### config.mk
export PLATFORM = sky130hd
export DESIGN_NAME = lsp_ldo_ctrl
export DESIGN_NICKNAME = d
export VERILOG_FILES = /design/src/core/lsp_pkg.sv /design/src/core/lsp_ldo_ctrl.sv
export SDC_FILE = /design/constraint.sdc
export NUM_CORES = 1
export LEC_CHECK = 0
export BUFFER_PORTS_ARGS = -buffer_cell sky130_fd_sc_hd__buf_2
export CAP_MARGIN = 20
export CORE_MARGIN = 2
export CORE_UTILIZATION = 51
export DETAILED_ROUTE_END_ITERATION = 6
export GPL_ROUTABILITY_DRIVEN = 1
export PLACE_DENSITY_LB_ADDON = 0.05
export SLEW_MARGIN = 25
export SYNTH_ARGS = -nofsm -noshare
export SYNTH_HDL_FRONTEND = slang
export SYNTH_SLANG_ARGS = --single-unit
### constraint.sdc
create_clock -name i_clk -period 1.5 [get_ports i_clk]
set_input_delay 0.3 -clock i_clk [delete_from_list [all_inputs] [get_ports i_clk]]
set_output_delay 0.3 -clock i_clk [all_outputs]
set_load 0.01 [all_outputs]
### src/core/lsp_pkg.sv
`default_nettype none
package lsp_pkg;
    // register byte addresses (word aligned)
    localparam logic [3:0] ADDR_ENABLE = 4'h0;
    localparam logic [3:0] ADDR_STBY = 4'h4;
    localparam logic [3:0] ADDR_CTRL = 4'h8;
    localparam logic [3:0] ADDR_STATUS = 4'hc;
    // regulator indices
    localparam int NREG = 6;
    localparam int IDX_PLL = 0;
    localparam int IDX_DAC = 1;
    localparam int IDX_USB = 2;
    localparam int IDX_AUX = 3;
    localparam int IDX_GEN1 = 4;
    localparam int IDX_GEN2 = 5;
    // regulators that carry short protection
    localparam logic [5:0] PROT_MASK = 6'h3e;
    // regulators with internal pass device only
    localparam logic [5:0] INTERNAL_PASS = 6'h15;
    // control register fields
    localparam int CTRL_PROT_EN = 0;
    localparam int CTRL_IRQ_MASK = 1;
    localparam int CTRL_VSEL_LO = 2;
    localparam int CTRL_LP_LO = 4;
    localparam logic [1:0] VSEL_RESET = 2'h0;
    localparam logic [5:0] ENABLE_RESET = 6'h00;
    // debounce time and derived cycle count at 40 MHz
    localparam int CLK_HZ = 40000000;
    localparam int DEBOUNCE_US = 30;
    localparam int DEBOUNCE_CYCLES = (DEBOUNCE_US * (CLK_HZ / 1000000));
    // pll regulator voltage select codes
    typedef enum logic [1:0] {
        lsp_v1p20, lsp_v1p25, lsp_v1p50, lsp_v1p80
    } lsp_vsel_type;
    typedef struct packed {
        logic [3:0] address;
        logic read;
        logic write;
        logic [31:0] writedata;
    } lsp_bus_req_type;
    typedef struct packed {
        logic [31:0] readdata;
        logic waitrequest;
    } lsp_bus_rsp_type;
endpackage
`default_nettype wire

### src/core/lsp_ldo_ctrl.sv
`default_nettype none
// Overview of operation
// - Internal-pass regulators switch only on enable, standby select and the standby event.
// - Off when disabled, on when enabled without standby select, off in standby when selected.
// - Five regulators (dac, usb phy, aux usb, two general) each have a fault input.
// - Each fault input is debounced before anything acts on it.
// - A debounced fault with protection enabled clears that regulator's enable bit.
// - The same action sets the sticky short fault flag.
// - The fault flag reaches the interrupt output only while its mask bit is clear.
// - Protection acts only while the global protection enable bit is set.
// - With protection disabled a fault neither clears enables nor raises the flag.
// - The protection enable bit resets to zero.
// - The pll regulator's two-bit voltage select is driven to the analog regulator.
// - Reads return programmed enable, mode and standby bits, not the actual state.
// - Configurable regulators follow their own low-power mode bit.
module lsp_ldo_ctrl
#(
    parameter int DEBOUNCE = lsp_pkg::DEBOUNCE_CYCLES
)
(
    // clock and reset
    input wire logic i_clk,
    input wire logic i_resetn,
    // avalon-mm slave
    input wire lsp_pkg::lsp_bus_req_type i_bus,
    output lsp_pkg::lsp_bus_rsp_type o_bus,
    // analog side
    input wire logic i_standby,
    input wire logic [lsp_pkg::NREG-1:0] i_fault,
    output logic [lsp_pkg::NREG-1:0] o_reg_on,
    output logic [lsp_pkg::NREG-1:0] o_low_power,
    output lsp_pkg::lsp_vsel_type o_pll_vsel,
    output logic o_irq
);
    import lsp_pkg::*;

    localparam int CW = $clog2(DEBOUNCE + 1);

    initial
    begin
        if (DEBOUNCE < 1)
            $error("debounce count must be at least one");
    end

    typedef struct packed {
        logic [NREG-1:0] enable;
        logic [NREG-1:0] stby_sel;
        logic [NREG-1:0] lp_mode;
        logic prot_en;
        logic irq_mask;
        logic [1:0] vsel;
        logic [NREG-1:0] fault_flag;
        logic [NREG-1:0][CW-1:0] cnt;
        logic [NREG-1:0] deb;
        logic ack;
        logic [31:0] rdata;
        logic [NREG-1:0] reg_on;
        logic [NREG-1:0] low_power;
    } lsp_state_type;

    lsp_state_type st;
    lsp_state_type next_st;
    logic [NREG-1:0] trip;
    logic req;
    logic wr;

    function automatic logic [31:0] ctrl_word(input lsp_state_type s);
        logic [31:0] w;
        w = '0;
        w[CTRL_PROT_EN] = s.prot_en;
        w[CTRL_IRQ_MASK] = s.irq_mask;
        w[CTRL_VSEL_LO +: 2] = s.vsel;
        w[CTRL_LP_LO +: NREG] = s.lp_mode;
        return w;
    endfunction

    assign req = (i_bus.read | i_bus.write) & ~st.ack;
    // a write lands on the edge that samples waitrequest low, never earlier
    assign wr = i_bus.write & st.ack;

    always_comb
    begin
        next_st = st;
        next_st.ack = req;
        // debounce: count while fault held, clear when it drops
        for (int i = 0; i < NREG; i++)
        begin
            if (!i_fault[i] || !PROT_MASK[i])
                next_st.cnt[i] = '0;
            else if (st.cnt[i] != CW'(DEBOUNCE))
                next_st.cnt[i] = st.cnt[i] + CW'(1);
            next_st.deb[i] = (st.cnt[i] == CW'(DEBOUNCE));
        end
        trip = st.deb & PROT_MASK & st.enable & {NREG{st.prot_en}};
        // software writes
        if (wr)
        begin
            unique case (i_bus.address)
                ADDR_ENABLE: next_st.enable = i_bus.writedata[NREG-1:0];
                ADDR_STBY: next_st.stby_sel = i_bus.writedata[NREG-1:0];
                ADDR_CTRL:
                begin
                    next_st.prot_en = i_bus.writedata[CTRL_PROT_EN];
                    next_st.irq_mask = i_bus.writedata[CTRL_IRQ_MASK];
                    next_st.vsel = i_bus.writedata[CTRL_VSEL_LO +: 2];
                    next_st.lp_mode = i_bus.writedata[CTRL_LP_LO +: NREG];
                end
                // write one to clear; a new trip below still wins
                ADDR_STATUS: next_st.fault_flag = st.fault_flag & ~i_bus.writedata[NREG-1:0];
                default: ;
            endcase
        end
        // protection has priority over a simultaneous software write
        next_st.enable = next_st.enable & ~trip;
        next_st.fault_flag = next_st.fault_flag | trip;
        // read data reflects programmed bits only
        next_st.rdata = '0;
        if (req && i_bus.read)
        begin
            unique case (i_bus.address)
                ADDR_ENABLE: next_st.rdata = 32'(st.enable);
                ADDR_STBY: next_st.rdata = 32'(st.stby_sel);
                ADDR_CTRL: next_st.rdata = ctrl_word(st);
                ADDR_STATUS: next_st.rdata = 32'(st.fault_flag);
                default: next_st.rdata = '0;
            endcase
        end
        // regulator state: enable, and not (standby select during standby)
        next_st.reg_on = next_st.enable & ~(next_st.stby_sel & {NREG{i_standby}});
        // internal-pass regulators ignore the mode bit
        next_st.low_power = next_st.lp_mode & ~INTERNAL_PASS & next_st.reg_on;
    end

    always_ff @(posedge i_clk or negedge i_resetn)
    begin
        if (!i_resetn)
        begin
            st <= '0;
            st.enable <= ENABLE_RESET;
            st.prot_en <= 1'b0;
            st.vsel <= VSEL_RESET;
        end
        else
            st <= next_st;
    end

    assign o_bus.waitrequest = ~st.ack;
    assign o_bus.readdata = st.rdata;
    assign o_reg_on = st.reg_on;
    assign o_low_power = st.low_power;
    assign o_pll_vsel = lsp_vsel_type'(st.vsel);
    assign o_irq = |st.fault_flag & ~st.irq_mask;

    // assertions
    // a debounced trip must shut the regulator and flag it in one edge
    a_trip_clears_en: assert property (@(posedge i_clk) disable iff (!i_resetn)
        (st.deb[IDX_DAC] && st.prot_en && st.enable[IDX_DAC])
        |=> (!st.enable[IDX_DAC] && st.fault_flag[IDX_DAC]))
        else $error("short did not disable regulator");
    a_trip_clears_usb: assert property (@(posedge i_clk) disable iff (!i_resetn)
        (st.deb[IDX_USB] && st.prot_en && st.enable[IDX_USB])
        |=> (!st.enable[IDX_USB] && st.fault_flag[IDX_USB]))
        else $error("short did not disable usb phy regulator");
    a_trip_clears_aux: assert property (@(posedge i_clk) disable iff (!i_resetn)
        (st.deb[IDX_AUX] && st.prot_en && st.enable[IDX_AUX])
        |=> (!st.enable[IDX_AUX] && st.fault_flag[IDX_AUX]))
        else $error("short did not disable aux usb regulator");
    a_trip_clears_gen1: assert property (@(posedge i_clk) disable iff (!i_resetn)
        (st.deb[IDX_GEN1] && st.prot_en && st.enable[IDX_GEN1])
        |=> (!st.enable[IDX_GEN1] && st.fault_flag[IDX_GEN1]))
        else $error("short did not disable general regulator one");
    a_trip_clears_gen2: assert property (@(posedge i_clk) disable iff (!i_resetn)
        (st.deb[IDX_GEN2] && st.prot_en && st.enable[IDX_GEN2])
        |=> (!st.enable[IDX_GEN2] && st.fault_flag[IDX_GEN2]))
        else $error("short did not disable general regulator two");

    // software can only clear flags, so a rising flag needs a trip behind it
    a_flag_with_trip: assert property (@(posedge i_clk) disable iff (!i_resetn)
        $rose(st.fault_flag[IDX_USB]) |-> $past(st.deb[IDX_USB] && st.prot_en))
        else $error("fault flag set without debounced trip");
    a_flag_trip_dac: assert property (@(posedge i_clk) disable iff (!i_resetn)
        $rose(st.fault_flag[IDX_DAC]) |-> $past(st.deb[IDX_DAC] && st.prot_en))
        else $error("dac fault flag set without trip");
    a_flag_trip_aux: assert property (@(posedge i_clk) disable iff (!i_resetn)
        $rose(st.fault_flag[IDX_AUX]) |-> $past(st.deb[IDX_AUX] && st.prot_en))
        else $error("aux fault flag set without trip");
    a_flag_trip_gen1: assert property (@(posedge i_clk) disable iff (!i_resetn)
        $rose(st.fault_flag[IDX_GEN1]) |-> $past(st.deb[IDX_GEN1] && st.prot_en))
        else $error("general one fault flag set without trip");
    a_flag_trip_gen2: assert property (@(posedge i_clk) disable iff (!i_resetn)
        $rose(st.fault_flag[IDX_GEN2]) |-> $past(st.deb[IDX_GEN2] && st.prot_en))
        else $error("general two fault flag set without trip");
    a_pll_unguarded: assert property (@(posedge i_clk) disable iff (!i_resetn)
        !st.fault_flag[IDX_PLL] && !st.deb[IDX_PLL])
        else $error("pll regulator took part in short protection");

    a_irq_masked: assert property (@(posedge i_clk) disable iff (!i_resetn)
        st.irq_mask |-> !o_irq)
        else $error("masked interrupt asserted");
    a_irq_unmasked: assert property (@(posedge i_clk) disable iff (!i_resetn)
        (!st.irq_mask && |st.fault_flag) |-> o_irq)
        else $error("unmasked fault did not reach interrupt");
    a_no_prot_off: assert property (@(posedge i_clk) disable iff (!i_resetn)
        (!st.prot_en && !wr) |=> ($stable(st.fault_flag) && st.enable == $past(st.enable)))
        else $error("protection acted while disabled");
    a_prot_by_write: assert property (@(posedge i_clk) disable iff (!i_resetn)
        !(wr && i_bus.address == ADDR_CTRL) |=> $stable(st.prot_en))
        else $error("protection enable changed without a write");

    // the debounced flag lags the raw input by at least two edges
    a_debounce_short: assert property (@(posedge i_clk) disable iff (!i_resetn)
        $rose(i_fault[IDX_GEN1]) |=> !st.deb[IDX_GEN1] ##1 (DEBOUNCE < 2 || !st.deb[IDX_GEN1]))
        else $error("fault not debounced");
    a_debounce_dac: assert property (@(posedge i_clk) disable iff (!i_resetn)
        $rose(i_fault[IDX_DAC]) |=> !st.deb[IDX_DAC] ##1 (DEBOUNCE < 2 || !st.deb[IDX_DAC]))
        else $error("dac fault not debounced");
    a_debounce_usb: assert property (@(posedge i_clk) disable iff (!i_resetn)
        $rose(i_fault[IDX_USB]) |=> !st.deb[IDX_USB] ##1 (DEBOUNCE < 2 || !st.deb[IDX_USB]))
        else $error("usb phy fault not debounced");
    a_debounce_aux: assert property (@(posedge i_clk) disable iff (!i_resetn)
        $rose(i_fault[IDX_AUX]) |=> !st.deb[IDX_AUX] ##1 (DEBOUNCE < 2 || !st.deb[IDX_AUX]))
        else $error("aux usb fault not debounced");
    a_debounce_gen2: assert property (@(posedge i_clk) disable iff (!i_resetn)
        $rose(i_fault[IDX_GEN2]) |=> !st.deb[IDX_GEN2] ##1 (DEBOUNCE < 2 || !st.deb[IDX_GEN2]))
        else $error("general two fault not debounced");

    // a write in the same cycle may legally change the select, so it is excluded
    a_standby_off: assert property (@(posedge i_clk) disable iff (!i_resetn)
        (i_standby && st.stby_sel[IDX_AUX] && !wr) |=> !o_reg_on[IDX_AUX])
        else $error("regulator on in standby with select");
    a_standby_off_dac: assert property (@(posedge i_clk) disable iff (!i_resetn)
        (i_standby && st.stby_sel[IDX_DAC] && !wr) |=> !o_reg_on[IDX_DAC])
        else $error("dac regulator on in standby with select");
    a_standby_off_gen2: assert property (@(posedge i_clk) disable iff (!i_resetn)
        (i_standby && st.stby_sel[IDX_GEN2] && !wr) |=> !o_reg_on[IDX_GEN2])
        else $error("general two regulator on in standby with select");
    a_standby_no_event: assert property (@(posedge i_clk) disable iff (!i_resetn)
        (st.enable[IDX_DAC] && !i_standby && !wr && !trip[IDX_DAC]) |=> o_reg_on[IDX_DAC])
        else $error("enabled regulator off without standby event");
    a_no_select_on: assert property (@(posedge i_clk) disable iff (!i_resetn)
        (st.enable[IDX_GEN1] && !st.stby_sel[IDX_GEN1] && !wr && !trip[IDX_GEN1])
        |=> o_reg_on[IDX_GEN1])
        else $error("enabled regulator without select turned off");
    a_disabled_off: assert property (@(posedge i_clk) disable iff (!i_resetn)
        !st.enable[IDX_GEN2] |-> !o_reg_on[IDX_GEN2] || $past(st.enable[IDX_GEN2]))
        else $error("disabled regulator on");

    a_internal_no_lp: assert property (@(posedge i_clk) disable iff (!i_resetn)
        !(|(o_low_power & INTERNAL_PASS)))
        else $error("mode bit influenced internal pass regulator");
    a_lp_follows_dac: assert property (@(posedge i_clk) disable iff (!i_resetn)
        (st.lp_mode[IDX_DAC] && st.enable[IDX_DAC] && !i_standby && !wr && !trip[IDX_DAC])
        |=> o_low_power[IDX_DAC])
        else $error("dac regulator ignored its mode bit");
    a_lp_clear_gen2: assert property (@(posedge i_clk) disable iff (!i_resetn)
        (!st.lp_mode[IDX_GEN2] && !wr) |=> !o_low_power[IDX_GEN2])
        else $error("general two in low power without mode bit");

    // a tripped regulator and its flag only change under software control
    a_stay_off: assert property (@(posedge i_clk) disable iff (!i_resetn)
        (!st.enable[IDX_DAC] && !(wr && i_bus.address == ADDR_ENABLE)) |=> !st.enable[IDX_DAC])
        else $error("tripped regulator came back by itself");
    a_stay_off_usb: assert property (@(posedge i_clk) disable iff (!i_resetn)
        (!st.enable[IDX_USB] && !(wr && i_bus.address == ADDR_ENABLE)) |=> !st.enable[IDX_USB])
        else $error("usb phy regulator came back by itself");
    a_stay_off_aux: assert property (@(posedge i_clk) disable iff (!i_resetn)
        (!st.enable[IDX_AUX] && !(wr && i_bus.address == ADDR_ENABLE)) |=> !st.enable[IDX_AUX])
        else $error("aux usb regulator came back by itself");
    a_stay_off_gen1: assert property (@(posedge i_clk) disable iff (!i_resetn)
        (!st.enable[IDX_GEN1] && !(wr && i_bus.address == ADDR_ENABLE))
        |=> !st.enable[IDX_GEN1])
        else $error("general one regulator came back by itself");
    a_stay_off_gen2: assert property (@(posedge i_clk) disable iff (!i_resetn)
        (!st.enable[IDX_GEN2] && !(wr && i_bus.address == ADDR_ENABLE))
        |=> !st.enable[IDX_GEN2])
        else $error("general two regulator came back by itself");
    a_flag_sticky: assert property (@(posedge i_clk) disable iff (!i_resetn)
        (st.fault_flag[IDX_GEN1] && !(wr && i_bus.address == ADDR_STATUS))
        |=> st.fault_flag[IDX_GEN1])
        else $error("fault flag cleared without software");
    a_flag_clear: assert property (@(posedge i_clk) disable iff (!i_resetn)
        (wr && i_bus.address == ADDR_STATUS && i_bus.writedata[IDX_DAC] && !trip[IDX_DAC])
        |=> !st.fault_flag[IDX_DAC])
        else $error("fault flag not cleared by write");

    a_prot_reset: assert property (@(posedge i_clk) $rose(i_resetn) |-> !st.prot_en)
        else $error("protection enabled at reset");
    a_vsel_drive: assert property (@(posedge i_clk) disable iff (!i_resetn)
        (wr && i_bus.address == ADDR_CTRL)
        |=> o_pll_vsel == lsp_vsel_type'($past(i_bus.writedata[CTRL_VSEL_LO +: 2])))
        else $error("pll select not driven");
    a_read_programmed: assert property (@(posedge i_clk) disable iff (!i_resetn)
        (req && i_bus.read && i_bus.address == ADDR_ENABLE)
        |=> o_bus.readdata == 32'($past(st.enable)))
        else $error("enable read did not return programmed bits");

    // the bus answers after exactly one wait state and idles with zero data
    a_bus_one_wait: assert property (@(posedge i_clk) disable iff (!i_resetn)
        req |=> (!o_bus.waitrequest ##1 o_bus.waitrequest))
        else $error("bus answer not after one wait state");
    a_rdata_idle: assert property (@(posedge i_clk) disable iff (!i_resetn)
        o_bus.waitrequest |-> o_bus.readdata == '0)
        else $error("read data shown outside the answer cycle");

    c_trip: cover property (@(posedge i_clk) disable iff (!i_resetn) |trip);
    c_standby: cover property (@(posedge i_clk) disable iff (!i_resetn)
        i_standby && |(st.enable & st.stby_sel));
    c_masked_fault: cover property (@(posedge i_clk) disable iff (!i_resetn)
        |st.fault_flag && st.irq_mask);
    c_flag_clear: cover property (@(posedge i_clk) disable iff (!i_resetn)
        wr && i_bus.address == ADDR_STATUS && |st.fault_flag);
    c_low_power: cover property (@(posedge i_clk) disable iff (!i_resetn) |o_low_power);
endmodule
`default_nettype wire

* Word level (Yosys, flattened, before mapping)
Cells that the tools add are included.
** Operators by class
- $add $sub $neg :: 5
- Bitwise gates (word level) :: 17
- Eq/ne operators :: 18
- Reduce and logical (&&, ||, !) cells :: 4
- Mux-type cells :: 17
** Operators by type and width (count)
- 11-bit two-way mux :: 10
- 11-bit by 1-bit adder with 11-bit output, second input constant :: 5
- 11-bit equality test, second input constant :: 5
- 11-bit != test, second input constant :: 5
- 6-bit AND :: 7
- 10-bit one-hot mux with 4 select lines :: 1
- 28-bit two-way mux :: 1
- 10-bit two-way mux :: 2
- 6-bit two-way mux :: 3
- 6-bit NOT :: 3
- 2-bit by 1-bit != test with 1-bit output, second input constant :: 5
- 4-bit equality test, second input constant :: 2
- 6-bit bitwise OR :: 1
- 6-bit OR reduction :: 1
- 4-bit by 3-bit equality test with 1-bit output, second input constant :: 1
- 4-bit logical NOT :: 1
- 1-bit AND :: 3
- 1-bit NOT :: 2
- 2-bit AND reduction :: 1
- 1-bit logical AND :: 1
- 1-bit bitwise OR :: 1
** Storage, ports and cells
- Output and inout port bits :: 48
- Word-level logic and storage cells :: 79
- Input bits :: 47
- Flip-flop bits (word level) :: 133

* Longest topological paths before layout
Gate-level depths: netlist of the first run.
- Depth in word-level cells :: 8
- Mapped depth :: 6
- Gate-level depth less buffers :: 6

* Worst setup path before layout of the first run
Ideal clock, no wire load.
- Path kind :: flip-flop to flip-flop
- Start :: register st[79] in the netlist's numbering
- End :: register st[74] in the netlist's numbering
- Clock period less this slack :: 1.561 ns
- Buffers on the path :: 0
- Stages on the path, launching flop included :: 5
- Setup time :: 0.120 ns
- Slack :: -0.061 ns
- Data required time :: 1.380 ns
- Arrival :: 1.441 ns
- Cells stage by stage :: dfrtp_1 > or4b_4 > nor4_4 > mux2i_1 > nor2b_1
** Between the ends
- Longest elaborated chain between the ends :: 2
** RTL lines
- start: declaration :: line lsp_ldo_ctrl.sv:61 : lsp_state_type st;
- start signal: assignment :: line lsp_ldo_ctrl.sv:144 : st <= next_st;
- 11-bit != test :: line lsp_ldo_ctrl.sv:90 : else if (st.cnt[i] != CW'(DEBOUNCE))
- 2-bit by 1-bit != test with 1-bit output (no source line)
Every way passes these cells.
A chain may end at the register's enable or synchronous reset.

* Final worst setup path of the first run
- Start :: register st[86] in the netlist's numbering
- End :: register st[84] in the netlist's numbering
Same word-level chain as after synthesis.

==> results of run 1 <==
==> worst max-delay path: stages, from the launching register on <==
cell	delay, ps
dfrtp_1	400
or4_4	550
nor3_4	280
buf_6	150
xnor2_1	50
and2_1	150
==> cell type report <==
| class | instances | area (um^2) |
|---|---|---|
| fillers | 814 | 3769 |
| flip-flops and latches | 108 | 2703 |
| multi-input cells | 315 | 2594 |
| repair buffers | 111 | 800.8 |
| well taps | 136 | 170.2 |
| clock buffers | 11 | 151.4 |
| clock inverters | 4 | 72.57 |
| inverters | 17 | 63.81 |
==> flip-flops by register name (all words and copies together), names as in the netlist <==
register and flops:
o_bus 10, o_low_power 3, o_pll_vsel 2, o_reg_on 6
st 87
==> through the flow <==
step	area [um^2]	cells	setup TNS, ps	worst slack (ps)	power [mW]
after floorplan	5509	497	-283.7	-60.57	4.030
after global placement	5911	669	-1491	-126.8	4.248
after detailed placement	5911	669	-2019	-139.8	4.278
after CTS	6266	691	-1329	-148.0	6.282
after global routing	6555	702	-3518	-225.9	6.685
final	6555	702	-1743	-173.5	6.348
==> cells in the mapped netlist (2+ instances only) <==
library cell / n
nor3b_1: 6
nand3_1: 16
and2_1: 44
buf_2: 2
nand2_1: 20
o221ai_1: 3
xor2_1: 10
nor4_4: 2
or3_1: 6
or4b_4: 2
a21boi_0: 9
buf_4: 46
nor2_1: 7
and3_2: 2
mux2_2: 14
nor2b_1: 16
nand4b_1: 3
a21bo_2: 5
clkbuf_1: 8
nor3_1: 11
mux2i_1: 8
and4_1: 5
o41ai_1: 2
a211oi_1: 3
xnor2_1: 30
o21a_1: 5
mux4_2: 6
inv_1: 17
nor3_4: 3
dfrtp_1: 108
nand4_1: 17
or4_1: 3
o21ai_0: 5
and3_1: 4
ha_1: 10
or3_2: 2
a21oi_1: 6
==> worst max path at each step <==
stage / cells after the start / from / end
6_report: 5 / st[86] / st[84]
5_1_grt: 5 / st[86] / st[84]
4_1_cts: 3 / st[122] / o_irq
3_5_place_dp: 5 / i_bus[34] / o_low_power[5]
3_3_place_gp: 5 / i_bus[34] / o_low_power[5]
2_1_floorplan: 4 / st[79] / st[74]
==> report_power, final <==
| part | total (mW) | leakage (nW) | internal [mW] | switching (mW) |
|---|---|---|---|---|
| clock network | 1.96 | 0.111 | 1.02 | 0.937 |
| registers | 3.36 | 1.44 | 3.17 | 0.190 |
| logic | 1.03 | 1.60 | 0.553 | 0.476 |
| total | 6.35 | 3.15 | 4.74 | 1.60 |
==> routing by layer <==
metal	up-vias	GRT usage, %	routed length (um)
met5	-	0	0
met4	0	5.195	116
met3	8	4.498	373
met2	59	31.03	4877
met1	1753	24.17	4605
li1	1736	-	-
==> repair_timing <==
action / in CTS / in global routing
gates resized for setup: 15 / 50
hold buffers: 1 / 0
endpoints found under the hold margin: 108 / 0
pin swaps: 13 / 21
setup endpoints to repair: 25 / 49
buffers inserted: 6 / 15
==> cell families (layout without fill, tap and decap cells) <==
group	count (synthesis)	after routing
adders and majority gates	10	10
AOI/OAI and AO/OA	38	38
xor gates and xnor gates	40	40
and+or+nand+nor	174	174
DFF	108	108
buffers and inverters	74	143
muxes	28	28
other	1	25
==> summary.txt, run 1 <==
Timing
  – Final setup margin: -173.5 ps
  – Final Skew: 4.953 ps
  – Final period util: 111.6%
  – Hold Vio Cnt, Final: 0
  – Minimum clock period: roughly 1700 ps
  – Final Setup Violations: 26
  – Fin Hold WS: 161.7 ps
  – Fmax achieved: ~600 MHz
  – Max Slew Vio Count: 0
  – Unrepaired setup endpoints after global routing: true

Cells and area
  – Fin util: a little under two thirds
  – Commonest non-fill, non-tap cells in the layout: dfrtp_1 (108), buf_4 (53), and2_1 (44), buf_2 (44), xnor2_1 (30)
  – Area growth syn-to-layout: 21.39%
  – Layout net count: between 600 and 700
  – Commonest non-fill, non-tap cell in the layout: dfrtp_1
  – Layout cells sized above 1: about a third
  – # diodes: 0

Routing
  – Vias: 3556
  – Antenna-violating nets left: 0
  – Routed vias/inst: about 5.1
  – Routed wire per std cell: between 10 and 15 um
  – 1st-pass router iterations: 5
  – 1st-iter DRT viols: 115
  – Post-Route WL: 9.973 mm
  – DRC violations left: 0

Synthesis
  – Post-Syn Area per Cell: between 10 and 15 um^2
  – Number of synthesized register bits: 108
  – Post-synth ARST share: 100.0%
  – Mapped Area: 0.005400 mm^2
  – Post-Synth Adder-Cell Area: approximately 2.3%
  – Post-Synth Simple-Gate Area: between 20% and 30%
  – Register area share after synthesis: between 50% and 60%
  – Combinational family with the most area after synthesis: simple AND/OR/NAND/NOR gates
  – EDFF count, synth: 0
  – Xor-xnor portion of the synthesized cell area: around 6.5%
  – Top cell type by total area after synthesis: dfrtp_1
  – Area contributors post-synth: dfrtp_1 (50%), buf_4 (6.4%), and2_1 (5.1%)
  – Netlist cell types: 44
  – Ys flop type: dfrtp_1
  – Mux cell area share after synthesis: between 6 and 7%
  – Synthesis Warnings: 0
  – Share of the synthesized area in the top cell type: about half
  – Post-synthesis instance total: 473
  – Post-synthesis compound-gate area fraction: 5.120%

Critical path
  – Reg-to-Reg Start: st[86]
  – Worst Setup Path Type: reg -> reg
  – Critical path data required time: approximately 1800 ps
  – Reg2reg path depth: 5
  – R2R Setup Slk: -170 ps
  – Worst-path fanout max: 3
  – Crit. End Element: flop
  – CP arrival: 1930 ps
  – R2R Path End: st[84]
  – Setup crit start kind: flop

Clock network
  – Clock tree sinks: 108
  – CTS tree: built
  – CTS root buf: clkbuf_8
  – CTS clk-pin slew, worst paths: about 90 ps
  – Bufs on Longest Clock Path: 2
  – Cts bufs inserted: 9
  – Skew-Pair Late Insertion Delay: about 360 ps
  – Htree depth: 3

Min path
  – Hold Path Class: in -> reg
  – Worst hold path depth: 2
  – Hold path startpoint: i_bus[8]
  – Hold path endpoint: st[131]

Global routing
  – Congestion Overflow GR: 0
  – First-pass GRT wire length: ~17 mm
  – Initial antenna violation count: 0
  – GRT Util Overall: 18.55%
  – Pin count of the biggest net entering global routing: 80
  – Vias in the first global route: between 3000 and 4000

Die
  – Die height: roughly 110 um
  – Die ar.: between 0.01 and 0.015 mm^2
  – Initial Utilization: 52.31%
  – Core Area: 0.01032 mm^2
  – Top-level I/O count: 95
  – Site Rows: 37
  – Die width: between 100 and 150 um

Outcome
  – Outcome: complete, but fails checks
  – Failing checks: setup timing

Placement
  – DP HPWL: about 6.7 mm
  – GPL Wtd Cong: just under 0.8
  – Number of port buffers: 46

Job
  – Max Cap Viol: 0

Power and ir drop
  – Leak Pwr: approximately 3.2 nW
  – PwrDens: about 970 mW/mm^2
  – Peak supply drop: 0.6670 mV
No activity file was read; power rests on OpenSTA's default activity.
==> inputs of run 2 (changes only) <==
- CORE_UTILIZATION: 51 -> 35
- GPL_TIMING_DRIVEN: unset -> 1
==> run 2 against run 1 <==
The flow still finishes with violations (setup timing). Highest routed layer is now met5. Final cell count is 8.5% higher. Register-to-register slack better by 70 ps. Clock skew is 2.8 ps higher. Global-route usage is 4.3 points lower. Via count is 1.1% higher. Hold slack better by 9.2 ps.
==> summary.txt, run 2 (synthesized netlist as in run 1, its figures left out) <==
Global routing
  – Vias in the first global route: roughly 3600
  – GRT Util Overall: between 10% and 20%
  – Initial antenna violation count: 1
  – First-pass GRT wire length: 18.32 mm
  – Pin count of the biggest net entering global routing: between 60 and 70
  – Congestion Overflow GR: 0

Critical path
  – CP arrival: between 1000 and 1500 ps
  – Reg-to-Reg Start: st[101]
  – Reg2reg path depth: 4
  – R2R Path End: st[96]
  – Crit. Startpoint: st[119]
  – Crit. End Element: output port
  – R2R Setup Slk: -100 ps
  – Setup crit start kind: flop
  – Worst Setup Path Type: reg -> out
  – Worst-path fanout max: 2
  – Critical path data required time: approximately 1200 ps

Cells and area
  – # fillers: around 1400
  – # diodes: 0
  – FF+latch area: 0.002703 mm^2
  – Commonest non-fill, non-tap cells in the layout: dfrtp_1 (108), buf_4 (65), buf_2 (45)
  – Layout cells sized above 1: a little over a third
  – Top reg by flops: st
  – Area of the multi-input gates: about 0.0026 mm^2
  – Area growth syn-to-layout: 25.65%
  – Commonest non-fill, non-tap cell in the layout: dfrtp_1
  – Largest register FFs: 87
  – Layout net count: about 630

Min path
  – Hold path startpoint: i_bus[0]
  – Hold path endpoint: st[117]
  – Hold Path Class: in -> reg
  – Worst hold path depth: 2

Routing
  – Antenna-violating nets left: 0
  – Vias: approximately 3600
  – Post-Route WL: between 10 and 15 mm
  – Routed vias/inst: ~4.7
  – 1st-pass router iterations: 4
  – Routed wire per std cell: approximately 14 um
  – 1st-iter DRT viols: around 240
  – DRC violations left: 0

Clock network
  – Htree depth: 3
  – Clock tree sinks: 108
  – CTS clk-pin slew, worst paths: ~70 ps
  – Bufs on Longest Clock Path: 2
  – CTS tree: built
  – CTS root buf: clkbuf_16
  – Skew-Pair Late Insertion Delay: ~360 ps
  – Cts bufs inserted: 9

Die
  – Die ar.: about 0.016 mm^2
  – Core Area: roughly 0.015 mm^2
  – Site Rows: 45
  – Die height: 128.2 um
  – Die width: about 130 um
  – Initial Utilization: between 30 and 40%
  – Top-level I/O count: 95

Job
  – Max Cap Viol: 0

Timing
  – Final Setup Violations: 26
  – Hold Vio Cnt, Final: 0
  – Final setup margin: -113.9 ps
  – Minimum clock period: 1614 ps
  – Max Slew Vio Count: 0
  – Fmax achieved: roughly 620 MHz
  – Setup TNS: -1269 ps
  – Fin Hold WS: roughly 170 ps
  – Final period util: 107.6%
  – Final Skew: ~7.8 ps
  – Unrepaired setup endpoints after global routing: true

Placement
  – Number of port buffers: between 40 and 50
  – GPL Wtd Cong: between 0.7 and 0.8
  – DP HPWL: roughly 7.4 mm

Power and ir drop
  – Peak supply drop: a little over 0.8 mV
  – PwrDens: 1060 mW/mm^2
  – Leak Pwr: about 3.3 nW

Outcome
  – Outcome: complete, but fails checks
  – Failing checks: setup timing
## run 2: cell count changes in the layout (fill, tap and decap cells not counted), moves of 2 or more
| cell | delta |
|---|---|
| nand3_4 | -2 |
| clkbuf_8 | -11 |
| clkbuf_16 | +9 |
| a21boi_2 | +2 |
| ha_1 | +2 |
| buf_6 | -7 |
| a21oi_1 | -5 |
| ha_2 | -2 |
| nand3_2 | +2 |
| a21oi_2 | +5 |
| buf_4 | +12 |
| inv_6 | +2 |
## run 2: critical path, cell delays in order (launching register included)
cell	delay, ps
dfrtp_1	410
nor4_4	310
a21oi_2	90
buf_2	150
## run 2: per-stage QoR
step	util [%]	worst slack (ps)	instances	total power, mW	area (um^2)
final	44.80	-113.9	762	7.192	6785
after global routing	44.80	-206.3	762	7.552	6785
after CTS	43.91	-180.9	760	7.228	6650
after detailed placement	39.85	-193.1	729	4.293	6036
after global placement	39.85	-191.3	729	4.281	6036
after floorplan	-	-60.57	497	4.030	5509
## run 2: worst max-delay path by stage
stage | to | slack, ps | cells after the start
floorplan | st[74] | -60 | 4
global placement | o_reg_on[2] | -190 | 5
detailed placement | o_reg_on[2] | -190 | 5
CTS | o_irq | -180 | 3
global route | o_irq | -210 | 3
finish | o_irq | -110 | 3
## run 2: timing repair
item | 4_1_cts | 5_1_grt
gates resized for setup | 32 | 26
endpoints found under the hold margin | 45 | 0
hold buffers | 1 | 0
pin swaps | 17 | 14
setup buffers | 14 | 6
endpoints found under the setup margin | 35 | 51
## run 2: layout make-up
type                       instances  share of cell area, %
tap                              188                  3.467
clock inverter                     7                  1.789
inverter                          17                 0.9404
multi-input combinational        315                  38.32
clock buffer                       9                  3.319
sequential                       108                  39.83
timing repair buffer             118                  12.34
## run 2: layer usage
metal	share of wire (%)	vias up	global-route usage, %
li1	-	1760	-
met1	48	1747	18.97
met2	46	75	22.15
met3	5.0	10	4.424
met4	1.3	2	4.977
met5	0.14	-	0
## run 2: where the power goes
| group | leakage [nW] | switching, mW | internal (mW) |
|---|---|---|---|
| clock network | 0.170 | 1.13 | 1.65 |
| logic | 1.64 | 0.489 | 0.559 |
| registers | 1.44 | 0.199 | 3.17 |
==> inputs of run 3 (changes only) <==
- CORE_UTILIZATION: 35 -> 52
- CTS_BUF_LIST: unset -> sky130_fd_sc_hd__clkbuf_4 sky130_fd_sc_hd__clkbuf_8
==> run 3 against run 2 <==
The flow still finishes with violations (setup timing). Non-clock buffer count decreased by 4. Die area decreased by 32%. Maximum frequency decreased by 3.6%. Register-to-register slack got worse by 20 ps. Clock-buffer cell count increased by 2. Via count decreased by 1.5%. Setup slack got worse by 60 ps. Routed wire length decreased by 7.0%. Core utilization increased by 20 points. First-iteration DRC count decreased by 58%. Clock power decreased by 30%. Critical path depth unchanged. Largest cell class unchanged. Highest routed layer is now met4.
==> summary.txt, run 3 (synthesized netlist as in run 1, its figures left out) <==
Timing
  – Hold Vio Cnt, Final: 0
  – Fmax achieved: around 600 MHz
  – Final Setup Violations: 29
  – Setup TNS: -1624 ps
  – Minimum clock period: ~1700 ps
  – Fin Hold WS: roughly 150 ps
  – Final setup margin: -174.0 ps
  – Unrepaired setup endpoints after global routing: true
  – Max Slew Vio Count: 0
  – Final Skew: approximately 2.8 ps
  – Final period util: 111.6%

Placement
  – Placed instance area: ~0.0059 mm^2
  – GPL Wtd Cong: just over 0.8
  – Number of port buffers: 46
  – DP HPWL: 6.985 mm

Routing
  – 1st-iter DRT viols: 101
  – DRC violations left: 0
  – Routed vias/inst: roughly 5
  – Vias: 3540
  – Routed wire per std cell: 14.40 um
  – Post-Route WL: around 10 mm
  – Antenna-violating nets left: 0
  – 1st-pass router iterations: 4

Critical path
  – Critical-path top delay cell: dfrtp_1
  – Worst-path fanout max: 2
  – CP top delay family: flip-flops
  – WP buf/inv: 1
  – Crit-path cells: nor4_4 > a21oi_1 > buf_2
  – Reg2reg path depth: 5
  – Crit. End Element: output port
  – R2R Setup Slk: -120 ps
  – CP arrival: roughly 1400 ps
  – CP max stage delay: roughly 420 ps
  – R2R Path End: st[86]
  – Critical path data required time: approximately 1200 ps
  – Setup crit start kind: flop
  – Worst Setup Path Type: reg -> out
  – Reg-to-Reg Start: st[86]

Cells and area
  – Area growth syn-to-layout: 21.94%
  – Layout net count: 622
  – Fin area: approximately 0.0066 mm^2
  – Commonest non-fill, non-tap cells in the layout: dfrtp_1 (108), buf_4 (55), buf_2 (45)
  – Commonest non-fill, non-tap cell in the layout: dfrtp_1
  – Top reg by flops: st
  – Layout cells sized above 1: roughly a third
  – Largest register FFs: between 80 and 90
  – # diodes: 0

Global routing
  – Congestion Overflow GR: 0
  – First-pass GRT wire length: 17.30 mm
  – Initial antenna violation count: 0
  – GRT Util Overall: a little under 20%
  – Vias in the first global route: between 3000 and 4000
  – Pin count of the biggest net entering global routing: 41

Die
  – Die ar.: 0.01122 mm^2
  – Top-level I/O count: 95
  – Core Area: around 0.010 mm^2
  – Die width: 105.9 um
  – Die height: ~110 um
  – Site Rows: 37
  – Initial Utilization: between 50% and 60%

Outcome
  – Outcome: complete, but fails checks
  – Failing checks: setup timing

Min path
  – Hold path endpoint: st[117]
  – Hold path startpoint: i_bus[0]
  – Hold Path Class: in -> reg
  – Worst hold path depth: 2

Clock network
  – CTS tree: built
  – CTS root buf: clkbuf_8
  – Bufs on Longest Clock Path: 2
  – Cts bufs inserted: 9
  – Clock tree sinks: roughly 110
  – Skew-Pair Late Insertion Delay: around 370 ps
  – CTS clk-pin slew, worst paths: 90 ps
  – Htree depth: 3

Power and ir drop
  – Peak supply drop: around 0.43 mV
  – Final Power: between 6 and 7 mW
  – PwrDens: approximately 960 mW/mm^2
  – Leak Pwr: between 3 and 4 nW

Job
  – Max Cap Viol: 0
## run 3: timing repair
| action | in CTS | in global routing |
|---|---|---|
| pin swaps | 19 | 14 |
| hold endpoints to repair | 22 | 0 |
| hold buffers | 1 | 0 |
| gates resized for setup | 23 | 38 |
| buffers inserted | 10 | 11 |
| setup endpoints to repair | 31 | 57 |
## run 3: final cells by class
class,count,area [um^2]
Sequential cell,108,2703
Clock inverter,4,72.57
Clock buffer,11,151.4
Fill cell,823,3600
Timing Repair Buffer,114,820.8
Multi-Input combinational cell,315,2604
Inverter,17,63.81
Tap cell,136,170.2
## run 3: how the worst max path moves through the flow
stage                     startpoint        endpoint  slack, ps  depth (start not counted)
after detailed placement   i_bus[34]  o_low_power[1]       -190                          7
after global placement     i_bus[34]  o_low_power[1]       -130                          7
after global routing         st[121]           o_irq       -230                          3
final                        st[119]           o_irq       -170                          3
after CTS                    st[119]           o_irq       -190                          3
after floorplan               st[79]          st[74]        -60                          4
## run 3: report_power, final
part	total [mW]	switching, mW	internal [mW]
sequential	3.37	0.197	3.17
clock	1.95	0.928	1.02
combinational	1.01	0.474	0.540
## run 3: metal layers
layer  share of wire (%)  global-route usage [%]  up-vias
li1                    -                       -     1746
met1                  47                   26.16     1715
met2                  48                   32.17       67
met3                 4.0                   3.863       12
met4                 1.2                   6.203        0
met5                   0                       0        -
## run 3: through the flow
step	utilization [%]	setup WS, ps	cells
after floorplan	-	-60.57	497
after global placement	58.33	-128.8	673
after detailed placement	58.33	-193.7	673
after CTS	62.37	-191.4	699
after global routing	64.66	-226.3	705
final	64.66	-174.0	705
